--- config.mk ---
export PLATFORM = sky130hd
export DESIGN_NAME = servo_command_block_decoder_flat
export DESIGN_NICKNAME = d
export VERILOG_FILES = /design/src/servo_block_pkg.sv /design/src/servo_link_if.sv /design/src/servo_command_block_decoder.sv /design/src/flat_wrapper.sv
export SDC_FILE = /design/constraint.sdc
export NUM_CORES = 1
export LEC_CHECK = 0
export BUFFER_PORTS_ARGS = -buffer_cell sky130_fd_sc_hd__clkbuf_2
export CAP_MARGIN = 30
export CORE_ASPECT_RATIO = 1.25
export CORE_MARGIN = 1.5
export CORE_UTILIZATION = 56
export CTS_CLUSTER_DIAMETER = 40
export DETAILED_ROUTE_END_ITERATION = 16
export PLACE_DENSITY = 0.79
export SKIP_LAST_GASP = 1
export SLEW_MARGIN = 0
export SYNTH_ARGS = -nofsm -noshare
export SYNTH_HDL_FRONTEND = slang
export SYNTH_SLANG_ARGS = --single-unit
--- constraint.sdc ---
create_clock -name clk -period 3.1 [get_ports clk]
set_clock_uncertainty 0.15 [all_clocks]
set_input_delay 0 -clock clk [delete_from_list [all_inputs] [get_ports clk]]
set_output_delay 0 -clock clk [all_outputs]
set_load 0.03 [all_outputs]
--- src/servo_block_pkg.sv ---
// Shared constants for the servo command block link and its controller.
// Assumes both ends run on one 125 MHz clock and exchange bytes one per cycle.
package servo_block_pkg;
  localparam int unsigned BLOCK_BYTES          = 8;
  localparam logic [2:0]  LAST_BYTE            = 3'h7;
  // Bit positions in command byte 0.
  localparam int unsigned BIT_BLOCK_SELECT     = 7;
  localparam int unsigned BIT_FAULT_CLEAR      = 5;
  localparam int unsigned BIT_HALT_PERMIT      = 4;
  localparam int unsigned BIT_DRIVE_ENABLE     = 1;
  localparam int unsigned BIT_COMMAND_LAUNCH   = 0;
  localparam logic [7:0]  CMD0_WRITABLE        = 8'hb3;
  // Bit positions in response byte 0.
  localparam int unsigned RBIT_READY           = 6;
  localparam int unsigned RBIT_MAIN_POWER      = 5;
  localparam int unsigned RBIT_HALTED          = 4;
  localparam int unsigned RBIT_ALARM           = 3;
  localparam int unsigned RBIT_WARNING         = 2;
  localparam int unsigned RBIT_DRIVE_ON        = 1;
  // Controller register map, one aligned word each.
  localparam logic [7:0]  OFF_CMD_CTRL         = 8'h00;
  localparam logic [7:0]  OFF_CMD_DATA_LO      = 8'h04;
  localparam logic [7:0]  OFF_CMD_DATA_HI      = 8'h08;
  localparam logic [7:0]  OFF_SEND             = 8'h0c;
  localparam logic [7:0]  OFF_RSP_LO           = 8'h10;
  localparam logic [7:0]  OFF_RSP_HI           = 8'h14;
  localparam logic [7:0]  OFF_INT_STATUS       = 8'h18;
  localparam logic [7:0]  OFF_INT_MASK         = 8'h1c;
  // Interrupt status bits.
  localparam int unsigned INT_RSP_DONE         = 0;
  localparam int unsigned INT_HALT_REPORTED    = 1;
  localparam logic [1:0]  INT_BITS             = 2'h3;
  // Reset values: the halt permit idles high so a fresh controller requests no stop.
  localparam logic [7:0]  RST_CMD_CTRL         = 8'h10;
  localparam logic [63:0] RST_HELD_BLOCK       = 64'h0;
endpackage : servo_block_pkg

--- src/servo_link_if.sv ---
// Byte-serial link between the controller end and the servo unit end.
// Assumes one shared clock; the testbench instantiates and joins both ends.
interface servo_link_if;
  logic       cmd_valid;
  logic       cmd_first;
  logic [7:0] cmd_byte;
  logic       rsp_valid;
  logic       rsp_first;
  logic [7:0] rsp_byte;

  modport unit_end (
    input  cmd_valid,
    input  cmd_first,
    input  cmd_byte,
    output rsp_valid,
    output rsp_first,
    output rsp_byte
  );

  modport master_end (
    output cmd_valid,
    output cmd_first,
    output cmd_byte,
    input  rsp_valid,
    input  rsp_first,
    input  rsp_byte
  );
endinterface : servo_link_if
--- src/servo_command_block_decoder.sv ---
// Servo unit end: collects 8-byte command blocks, decodes byte 0, frames the response.
// Assumes the link bytes are synchronous to clk and the drive side reports motion state.
// Assumes the master keeps at most one command block in flight at a time.
// How it works
// - Command and response blocks are exactly eight bytes.
// - Byte 0 controls; bytes 1-7 are data.
// - Command type comes only from byte 0 bit 7.
// - Byte 0 bit layout, reserved bits zero.
// - Block select chooses move or set/read decode.
// - Fault clear request clears alarm and warning.
// - Master removes fault cause before clearing.
// - Master keeps fault clear low normally.
// - Halt permit falling aborts move, drive off.
// - Moving axis stops now; drive off at rest.
// - Master holds halt permit high normally.
// - Stay halted while halt permit is low.
// - Leave halt when halt permit returns high.
// - After halt, re-enable needs enable low-then-high.
// - Drive follows enable request edges and level.
// - Master sets data no later than launch.
// - Response bit 7 echoes block select.
// - Response halt flag mirrors low halt permit.
//
// The APB slave port and the register offsets are this design's own decisions.
module servo_command_block_decoder (
  input  wire logic         clk,
  input  wire logic         rstn,
  servo_link_if.unit_end    link,
  input  wire logic         motor_at_rest,
  input  wire logic         main_power_on,
  input  wire logic         alarm_event,
  input  wire logic         warning_event,
  input  wire logic [55:0]  response_data,
  output logic              drive_on,
  output logic              halt_travel,
  output logic              move_abort,
  output logic              move_launch,
  output logic              setread_launch,
  output logic              fault_clear_pulse,
  output logic              data_is_setread,
  output logic [55:0]       command_data
);

  typedef struct packed {
    logic [2:0]  rx_idx;
    logic [63:0] rx_buf;
    logic [63:0] held;
    logic        halted;
    logic        need_rearm;
    logic        drive_on;
    logic        alarm;
    logic        warn;
    logic        move_abort;
    logic        move_launch;
    logic        setread_launch;
    logic        fault_clear;
    logic        tx_busy;
    logic [2:0]  tx_idx;
    logic [63:0] tx_buf;
    logic        rsp_valid;
    logic        rsp_first;
    logic [7:0]  rsp_byte;
  } unit_state_s;

  unit_state_s s;
  unit_state_s next_s;

  always_comb begin
    logic        complete;
    logic [63:0] nb;
    logic [7:0]  old0;
    logic [7:0]  new0;
    logic        clear_req;
    logic        setread_sel;
    logic        permit_low;
    logic        enable_rise;
    logic        launch_rise;
    logic        drive_allowed;
    logic [7:0]  status0;
    complete      = 1'b0;
    nb            = s.rx_buf;
    old0          = s.held[7:0];
    new0          = 8'h00;
    clear_req     = 1'b0;
    setread_sel   = 1'b0;
    permit_low    = 1'b0;
    enable_rise   = 1'b0;
    launch_rise   = 1'b0;
    drive_allowed = 1'b0;
    status0       = 8'h00;
    next_s    = s;
    next_s.move_abort     = 1'b0;
    next_s.move_launch    = 1'b0;
    next_s.setread_launch = 1'b0;
    next_s.fault_clear    = 1'b0;

    // A stray byte outside a started block is dropped; a new first byte restarts.
    if (link.cmd_valid) begin
      if (link.cmd_first) begin
        next_s.rx_buf[7:0] = link.cmd_byte;
        next_s.rx_idx      = 3'h1;
      end else if (s.rx_idx != 3'h0) begin
        // Each byte lands in the slot given by its count, so byte k sits at bits 8k+7:8k.
        next_s.rx_buf[{s.rx_idx, 3'b000} +: 8] = link.cmd_byte;
        next_s.rx_idx = s.rx_idx + 3'h1;
        if (s.rx_idx == servo_block_pkg::LAST_BYTE) begin
          complete = 1'b1;
          nb[63:56] = link.cmd_byte;
        end
      end
    end

    new0 = nb[7:0] & servo_block_pkg::CMD0_WRITABLE;
    if (complete) begin
      // Reserved bits are held as zero, so no stray bit can fake an edge later.
      next_s.held = {nb[63:8], new0};
      clear_req   = new0[servo_block_pkg::BIT_FAULT_CLEAR];
      setread_sel = new0[servo_block_pkg::BIT_BLOCK_SELECT];
      permit_low  = !new0[servo_block_pkg::BIT_HALT_PERMIT];
      // Edges are judged against the held copy, so a block repeated unchanged starts no launch and no drive rise.
      enable_rise = new0[servo_block_pkg::BIT_DRIVE_ENABLE] && !old0[servo_block_pkg::BIT_DRIVE_ENABLE];
      launch_rise = new0[servo_block_pkg::BIT_COMMAND_LAUNCH] && !old0[servo_block_pkg::BIT_COMMAND_LAUNCH];
      next_s.fault_clear = clear_req;
      if (permit_low) begin
        next_s.halted = 1'b1;
        // Entering the halt, normally a 1 to 0 fall, cancels motion.
        next_s.move_abort = !s.halted;
      end else if (s.halted) begin
        next_s.halted     = 1'b0;
        next_s.need_rearm = 1'b1;
      end
      // The rearm flag raised by the release block itself already refuses a rise in that block.
      drive_allowed = !next_s.halted && !next_s.need_rearm && !s.alarm;
      if (!new0[servo_block_pkg::BIT_DRIVE_ENABLE]) begin
        next_s.drive_on   = 1'b0;
        next_s.need_rearm = 1'b0;
      end else if (enable_rise && drive_allowed) begin
        next_s.drive_on = 1'b1;
      end
      if (launch_rise) begin
        // Only bit 7 picks the command family.
        next_s.move_launch    = !setread_sel;
        next_s.setread_launch = setread_sel;
      end
    end

    // Travel stops at once, but the drive stays on to hold the motor until it rests.
    if (next_s.halted && motor_at_rest) begin
      next_s.drive_on = 1'b0;
    end
    // An alarm drops the drive one cycle after it is latched; the rise check refuses it too.
    if (s.alarm) begin
      next_s.drive_on = 1'b0;
    end

    // A fresh event in the clearing cycle survives the clear.
    next_s.alarm = alarm_event | (s.alarm & !clear_req);
    next_s.warn  = warning_event | (s.warn & !clear_req);

    // Response framing; a new block mid-response restarts it with fresh status.
    if (s.tx_busy) begin
      next_s.rsp_valid = 1'b1;
      next_s.rsp_first = (s.tx_idx == 3'h0);
      next_s.rsp_byte  = s.tx_buf[{s.tx_idx, 3'b000} +: 8];
      next_s.tx_idx    = s.tx_idx + 3'h1;
      next_s.tx_busy   = (s.tx_idx != servo_block_pkg::LAST_BYTE);
    end else begin
      next_s.rsp_valid = 1'b0;
      next_s.rsp_first = 1'b0;
      next_s.rsp_byte  = 8'h00;
    end
    if (complete) begin
      next_s.tx_busy = 1'b1;
      next_s.tx_idx  = 3'h0;
      next_s.tx_buf[63:8] = response_data;
      // Status uses the post-block values, so the reply already shows this block's effect.
      status0[7]                                = setread_sel;
      status0[servo_block_pkg::RBIT_READY]      = 1'b1;
      status0[servo_block_pkg::RBIT_MAIN_POWER] = main_power_on;
      status0[servo_block_pkg::RBIT_HALTED]     = next_s.halted;
      status0[servo_block_pkg::RBIT_ALARM]      = next_s.alarm;
      status0[servo_block_pkg::RBIT_WARNING]    = next_s.warn;
      status0[servo_block_pkg::RBIT_DRIVE_ON]   = next_s.drive_on;
      status0[0]                                = new0[servo_block_pkg::BIT_COMMAND_LAUNCH];
      next_s.tx_buf[7:0] = status0;
    end
  end

  always_ff @(posedge clk or negedge rstn) begin
    if (!rstn) begin
      s <= '0;
      // The held block resets to zero, so an enable set in the first block counts as a rise.
      s.held <= servo_block_pkg::RST_HELD_BLOCK;
    end else begin
      s <= next_s;
    end
  end

  assign link.rsp_valid      = s.rsp_valid;
  assign link.rsp_first      = s.rsp_first;
  assign link.rsp_byte       = s.rsp_byte;
  assign drive_on            = s.drive_on;
  assign halt_travel         = s.halted;
  assign move_abort          = s.move_abort;
  assign move_launch         = s.move_launch;
  assign setread_launch      = s.setread_launch;
  assign fault_clear_pulse   = s.fault_clear;
  assign data_is_setread     = s.held[servo_block_pkg::BIT_BLOCK_SELECT];
  assign command_data        = s.held[63:8];

endmodule : servo_command_block_decoder

--- src/flat_wrapper.sv ---
// flat-port wrapper written by rule: the top's interface ports become plain ports
module servo_command_block_decoder_flat 
  (clk, rstn, motor_at_rest, main_power_on, alarm_event, warning_event, response_data, drive_on, halt_travel, move_abort, move_launch, setread_launch, fault_clear_pulse, data_is_setread, command_data, link_cmd_valid, link_cmd_first, link_cmd_byte, link_rsp_valid, link_rsp_first, link_rsp_byte);
  servo_link_if link_i ();
  input  wire logic clk;
  input  wire logic rstn;
  input  wire logic motor_at_rest;
  input  wire logic main_power_on;
  input  wire logic alarm_event;
  input  wire logic warning_event;
  input  wire logic [55:0] response_data;
  output logic drive_on;
  output logic halt_travel;
  output logic move_abort;
  output logic move_launch;
  output logic setread_launch;
  output logic fault_clear_pulse;
  output logic data_is_setread;
  output logic [55:0] command_data;
  input wire logic [$bits(link_i.cmd_valid)-1:0] link_cmd_valid;
  input wire logic [$bits(link_i.cmd_first)-1:0] link_cmd_first;
  input wire logic [$bits(link_i.cmd_byte)-1:0] link_cmd_byte;
  output wire logic [$bits(link_i.rsp_valid)-1:0] link_rsp_valid;
  output wire logic [$bits(link_i.rsp_first)-1:0] link_rsp_first;
  output wire logic [$bits(link_i.rsp_byte)-1:0] link_rsp_byte;
  assign link_i.cmd_valid = link_cmd_valid;
  assign link_i.cmd_first = link_cmd_first;
  assign link_i.cmd_byte = link_cmd_byte;
  assign link_rsp_valid = link_i.rsp_valid;
  assign link_rsp_first = link_i.rsp_first;
  assign link_rsp_byte = link_i.rsp_byte;
  servo_command_block_decoder u_core (.clk(clk), .rstn(rstn), .link(link_i), .motor_at_rest(motor_at_rest), .main_power_on(main_power_on), .alarm_event(alarm_event), .warning_event(warning_event), .response_data(response_data), .drive_on(drive_on), .halt_travel(halt_travel), .move_abort(move_abort), .move_launch(move_launch), .setread_launch(setread_launch), .fault_clear_pulse(fault_clear_pulse), .data_is_setread(data_is_setread), .command_data(command_data));
endmodule
* Yosys cells after proc, flatten, opt, wreduce, memory -nomap -nowiden
Cells that the tools add are included. Widths: inputs -> output; s select.
Storage, ports and cells: output and inout port bits 73, memories kept 0, logic and storage cells 82, bits in writable memories 0, latch bits 0, bits in read-only memories 0, bits in registers 215, input bits 72
Cells by class: shift-type cells 3, bitwise gates (word level) 5, div/mod/pow operators 0, order comparisons 0, muxes and demuxes 30, eq/ne operators 2, multiply operators 0, reductions and logical operators 20, $add $sub $neg 3
Operators by type and width (number):
- $mux 68 | 1
- $mux 67 | 1
- $bwmux 64 | 1
- $shift 8x8->64 const A | 1
- $shiftx 64x7->8 | 1
- $shiftx 8x8->64 | 1
- $mux 8 | 5
- $mux 1 | 16
- $mux 10 | 1
- $logic_not 1->1 | 8
- $mux 4 | 2
- $neg 6->8 | 1
- $add 3x1->3 const B | 2
- $logic_and 1x1->1 | 6
- $mux 3 | 2
- $reduce_bool 2->1 | 2
- $eq 3x3->1 const B | 1
- $logic_not 3->1 | 1
- $ne 3x3->1 const B | 1
- $reduce_and 3->1 | 1
- $reduce_bool 3->1 | 1
- $and 1x1->1 | 2
- $mux 2 | 1
- $or 1x1->1 | 2
- 2 further kinds | 2

* Logic depth before layout (Yosys ltp)
depth after elaboration 17, gate-level depth with buffers 10

* Worst setup path after synthesis
Ideal clock, no wire load.
path kind register -> register, start register u_core.s[215] (netlist bit), end register u_core.s[195] (netlist bit), data required time 2.825 ns, clock period less this slack 2.594 ns, arrival time 2.319 ns, buffers on the path 2, cell stages (with the launch flop) 9, slack 0.506 ns, cell sequence dfrtp_1 > clkbuf_1 > inv_1 > ha_1 > ha_1 > nor4b_4 > and4b_1 > buf_4 > mux2_2
On the way: word-level cells in the longest chain between the ends 3, elaborated cells on any way between the ends 6, those cells by class add/sub: 1; shift: 2; mux: 1; reduce/logical: 2
Ends and longest elaborated chain:
- start: declaration | line servo_command_block_decoder.sv:65 | unit_state_s s;
- start signal: assignment | line servo_command_block_decoder.sv:195 | s <= next_s;
- $neg 6->8 | line servo_command_block_decoder.sv:104 | next_s.rx_buf[{s.rx_idx, 3'b000} +: 8] = link.cmd_byte;
- $shiftx 8x8->64 or $shift 8x8->64 (tied branches) | line servo_command_block_decoder.sv:104
- $bwmux 64 | line servo_command_block_decoder.sv:104
Parallel ways exist; a longest one is shown, timed or not. A chain may end at the register's enable or synchronous reset.

* Worst setup path in the final report
start register u_core.s[216] (netlist bit), end register u_core.s[194] (netlist bit)
The elaborated chain is that of the path after synthesis.

==> impl_results.html <==
<table>
<tr><th>Metric</th><th>Value</th></tr>
<tr><th colspan="2">Final layout</th></tr>
<tr><td>Final #Nets</td><td>1,070</td></tr>
<tr><td>Layout cell share with drive strength beyond 1</td><td>0.250</td></tr>
<tr><td>Sequential standard cell area</td><td>between 5000 and 6000 um^2</td></tr>
<tr><td>Number of diodes added for antenna fixing</td><td>0</td></tr>
<tr><td>Most common cell after layout, fill and taps aside</td><td>nand2_1</td></tr>
<tr><td>Area used by multi-input combinational logic</td><td>~3000 um^2</td></tr>
<tr><td>Most frequent cells in the layout</td><td>nand2_1 (363), dfrtp_1 (200), clkbuf_2 (143), dlygate4sd3_1 (71), mux2_2 (37)</td></tr>
<tr><td>Area added between synthesis and finish</td><td>20.0%</td></tr>
<tr><td>Filler Cell Count</td><td>around 1,100</td></tr>
<tr><th colspan="2">Floorplan</th></tr>
<tr><td>Die height</td><td>between 100 and 150 um</td></tr>
<tr><td>Num rows</td><td>51</td></tr>
<tr><td>Initial standard-cell utilization of the core</td><td>0.569</td></tr>
<tr><td>Area enclosed by the die boundary</td><td>16,500 um^2</td></tr>
<tr><td>Die W</td><td>around 120 um</td></tr>
<tr><td>I/O pin total</td><td>145</td></tr>
<tr><td>Std-Cell Core Area</td><td>15,400 um^2</td></tr>
<tr><th colspan="2">Place</th></tr>
<tr><td>Count of buffers inserted at the top-level ports</td><td>144</td></tr>
<tr><td>Routability-driven placement congestion ratio</td><td>0.811</td></tr>
<tr><td>Detailed placement HPWL</td><td>11,900 um</td></tr>
<tr><th colspan="2">CTS</th></tr>
<tr><td>Clock insertion delay at the later pin of the skew report</td><td>~0.43 ns</td></tr>
<tr><td>CTS tree</td><td>yes</td></tr>
<tr><td>CTS clk-pin slew, worst paths</td><td>roughly 0.07 ns</td></tr>
<tr><td>Root buffer selected by CTS</td><td>clkbuf_16</td></tr>
<tr><td>CTS Buf Count</td><td>17</td></tr>
<tr><td>Resize count post-CTS</td><td>0</td></tr>
<tr><td>H-tree depth</td><td>4</td></tr>
<tr><td>Clk sink count</td><td>200</td></tr>
<tr><td>Buffer levels on the longest clock path</td><td>2</td></tr>
<tr><th colspan="2">STA</th></tr>
<tr><td>RSZ-0062 raised after global routing</td><td>no</td></tr>
<tr><td>Sum of negative setup slack</td><td>0 ns</td></tr>
<tr><td>Tightest slew margin relative to the limit</td><td>0.441</td></tr>
<tr><td>Max-slew violation count</td><td>0</td></tr>
<tr><td>Fmax</td><td>0.373 GHz</td></tr>
<tr><td>Hold violation total from the final report</td><td>0</td></tr>
<tr><td>Worst-margin pin slew</td><td>0.839 ns</td></tr>
<tr><td>Clock period minus worst slack</td><td>~2.7 ns</td></tr>
<tr><td>Share of the clock period used by the worst path after layout</td><td>0.865</td></tr>
<tr><td>Final Setup Violations</td><td>0</td></tr>
<tr><th colspan="2">Synthesis</th></tr>
<tr><td>Sequential-to-total area share from yosys stat</td><td>0.569</td></tr>
<tr><td>Top-area cell type share of the netlist area</td><td>0.569</td></tr>
<tr><td>Post-Synthesis Cells</td><td>between 800 and 900</td></tr>
<tr><td>Mapped Nets</td><td>just over 900</td></tr>
<tr><td>Mean instance size in the synthesized netlist</td><td>10.3 um^2</td></tr>
<tr><td>Netlist Area Pre-Place</td><td>roughly 8800 um^2</td></tr>
<tr><td>Share of flip-flops with an asynchronous set or reset after synthesis</td><td>1.00</td></tr>
<tr><td>Top_reg_cell synth</td><td>dfrtp_1</td></tr>
<tr><td>Dominant cells by area after synthesis</td><td>dfrtp_1 (57%), nand2_1 (16%), buf_4 (5.8%)</td></tr>
<tr><td>Yosys reg bits</td><td>200</td></tr>
<tr><td>Number of enable flip-flop cells after synthesis</td><td>0</td></tr>
<tr><td>Yosys Warn Count</td><td>0</td></tr>
<tr><td>Biggest area consumer among synthesized cells</td><td>dfrtp_1</td></tr>
<tr><td>Number of library cell types mapped by synthesis</td><td>43</td></tr>
<tr><th colspan="2">Route</th></tr>
<tr><td>Post-route ant nets</td><td>0</td></tr>
<tr><td>Vias/cell</td><td>approximately 5.1</td></tr>
<tr><td>Average detailed-routed wire length per instance</td><td>16.3 um</td></tr>
<tr><td>Drt total wl</td><td>19,800 um</td></tr>
<tr><td>Total number of vias</td><td>~6,200</td></tr>
<tr><td>Drt initial violations</td><td>approximately 380</td></tr>
<tr><td>Number of optimization iterations in the first detailed-route pass</td><td>5</td></tr>
<tr><td>Total DRC errors in the routed layout</td><td>0</td></tr>
<tr><th colspan="2">Global routing</th></tr>
<tr><td>Remaining global-route overflow</td><td>0</td></tr>
<tr><td>Wire length of the first global-routing pass</td><td>about 31,000 um</td></tr>
<tr><td>Pin count of the biggest net entering global routing</td><td>103</td></tr>
<tr><td>Combined global-route utilization of all metal layers</td><td>0.252</td></tr>
<tr><td>Via count of the first global-routing pass</td><td>just over 6,000</td></tr>
<tr><td>Initial antenna violation count</td><td>0</td></tr>
<tr><th colspan="2">Flow run</th></tr>
<tr><td>Number of maximum-capacitance constraint violations</td><td>0</td></tr>
<tr><th colspan="2">Setup path</th></tr>
<tr><td>Critical path peak fanout</td><td>10</td></tr>
<tr><td>Required time at the worst-slack endpoint</td><td>3.27 ns</td></tr>
<tr><td>Category of the most critical setup path</td><td>register to register</td></tr>
<tr><td>Worst endpoint data arrival time</td><td>2.85 ns</td></tr>
<tr><td>Kind of end point of the critical path</td><td>register</td></tr>
<tr><td>Kind of start point of the critical path</td><td>register</td></tr>
<tr><th colspan="2">Run status</th></tr>
<tr><td>Result of the run</td><td>completed</td></tr>
<tr><th colspan="2">Pwr</th></tr>
<tr><td>Leakage component of the power</td><td>0.00567 uW</td></tr>
<tr><td>Maximum vdd drop</td><td>0.000414 V</td></tr>
<tr><td>Sum of internal, switching and leakage power</td><td>6630 uW</td></tr>
<tr><td>Total power divided by cell area</td><td>629 nW/um^2</td></tr>
<tr><th colspan="2">Hold path</th></tr>
<tr><td>Type of the tightest min-delay check</td><td>primary input to async pin</td></tr>
</table>
-- routing by layer --
| layer | global-route usage | part of all wire | vias up |
|---|---|---|---|
| li1 | - | - | 2954 |
| met1 | 0.305 | 0.40 | 3061 |
| met2 | 0.439 | 0.53 | 192 |
| met3 | 0.0492 | 0.043 | 31 |
| met4 | 0.103 | 0.026 | 0 |
| met5 | 0 | 0 | - |
-- Yosys cell counts (3+ instances only) --
library cell  instances
mux4_2               16
o21ai_0              18
buf_2                26
nor2_1                8
nand2_1             363
nor4b_1               5
mux2_2               37
and4b_1               3
nor3_1                3
a21oi_1              10
dfrtp_1             200
nor3b_1               6
buf_1                 3
inv_1                17
clkbuf_1             11
a32o_1                5
ha_1                  8
buf_4                68
mux2i_1              12
-- critical path: stages, from the launching register on --
cell and delay (ns):
dfrtp_1 0.44, inv_1 0.06, ha_1 0.20, ha_1 0.47, nor4b_4 0.36, and4b_1 0.49, mux2_2 0.39
-- state kept, by name (all words and copies together) (netlist names) --
signal / count
u_core.link.rsp_first: 1
u_core.drive_on: 1
u_core.fault_clear_pulse: 1
u_core.move_launch: 1
u_core.link.rsp_valid: 1
u_core.link.rsp_byte: 8
u_core.move_abort: 1
u_core.setread_launch: 1
u_core.command_data: 56
u_core.halt_travel: 1
u_core.s: 128
-- power by group --
group          switching [uW]  internal (uW)
logic                     704            599
clock network            1010           1130
registers                 235           2950
total                    1950           4680
-- metrics by stage --
step	utilization	worst slack (ns)	cells	area, um^2	hold WS [ns]
floorplan	-	0.506	852	8790	-0.446
global placement	0.598	0.556	1111	9240	-0.122
detailed placement	0.598	0.468	1111	9240	-0.122
CTS	0.683	0.426	1215	10500	0.0368
global route	0.683	0.319	1215	10500	0.0513
finish	0.683	0.417	1215	10500	0.0233
-- final timing paths --
path                                                 to  depth (start not counted)  slack, ns         startpoint
worst min register to register  u_core.command_data[31]                          2       0.31      u_core.s[190]
worst max register to register            u_core.s[194]                          6       0.42      u_core.s[216]
max in group asynchronous                  u_core.s[18]                          3       2.27               rstn
worst max-delay path                      u_core.s[194]                          6       0.42      u_core.s[216]
worst min-delay path            u_core.command_data[24]                          3       0.02               rstn
min in group clk                           u_core.s[39]                          4       0.14  response_data[21]
-- cells by family after synthesis --
logic type / after synthesis / share of synthesized area
muxes: 67 / 0.105
xor gates and xnor gates: 1 / 0.000997
adders and majority gates: 8 / 0.0114
buffers and inverters: 128 / 0.0883
AOI/OAI and AO/OA: 41 / 0.0289
DFF: 200 / 0.569
and+or+nand+nor: 407 / 0.196
-- layout make-up --
type	count	area share
Sequential cell	200	0.475
Multi-Input combinational cell	524	0.287
Timing Repair Buffer	228	0.152
Clock buffer	17	0.0403
Tap cell	212	0.0252
Clock inverter	15	0.0133
Inverter	19	0.00676
-- timing repair --
item / in CTS / in global routing
hold buffers: 72 / 0
setup buffers: 0 / 0
hold endpoints to repair: 318 / 0
Power figures use the tool's default switching activity.
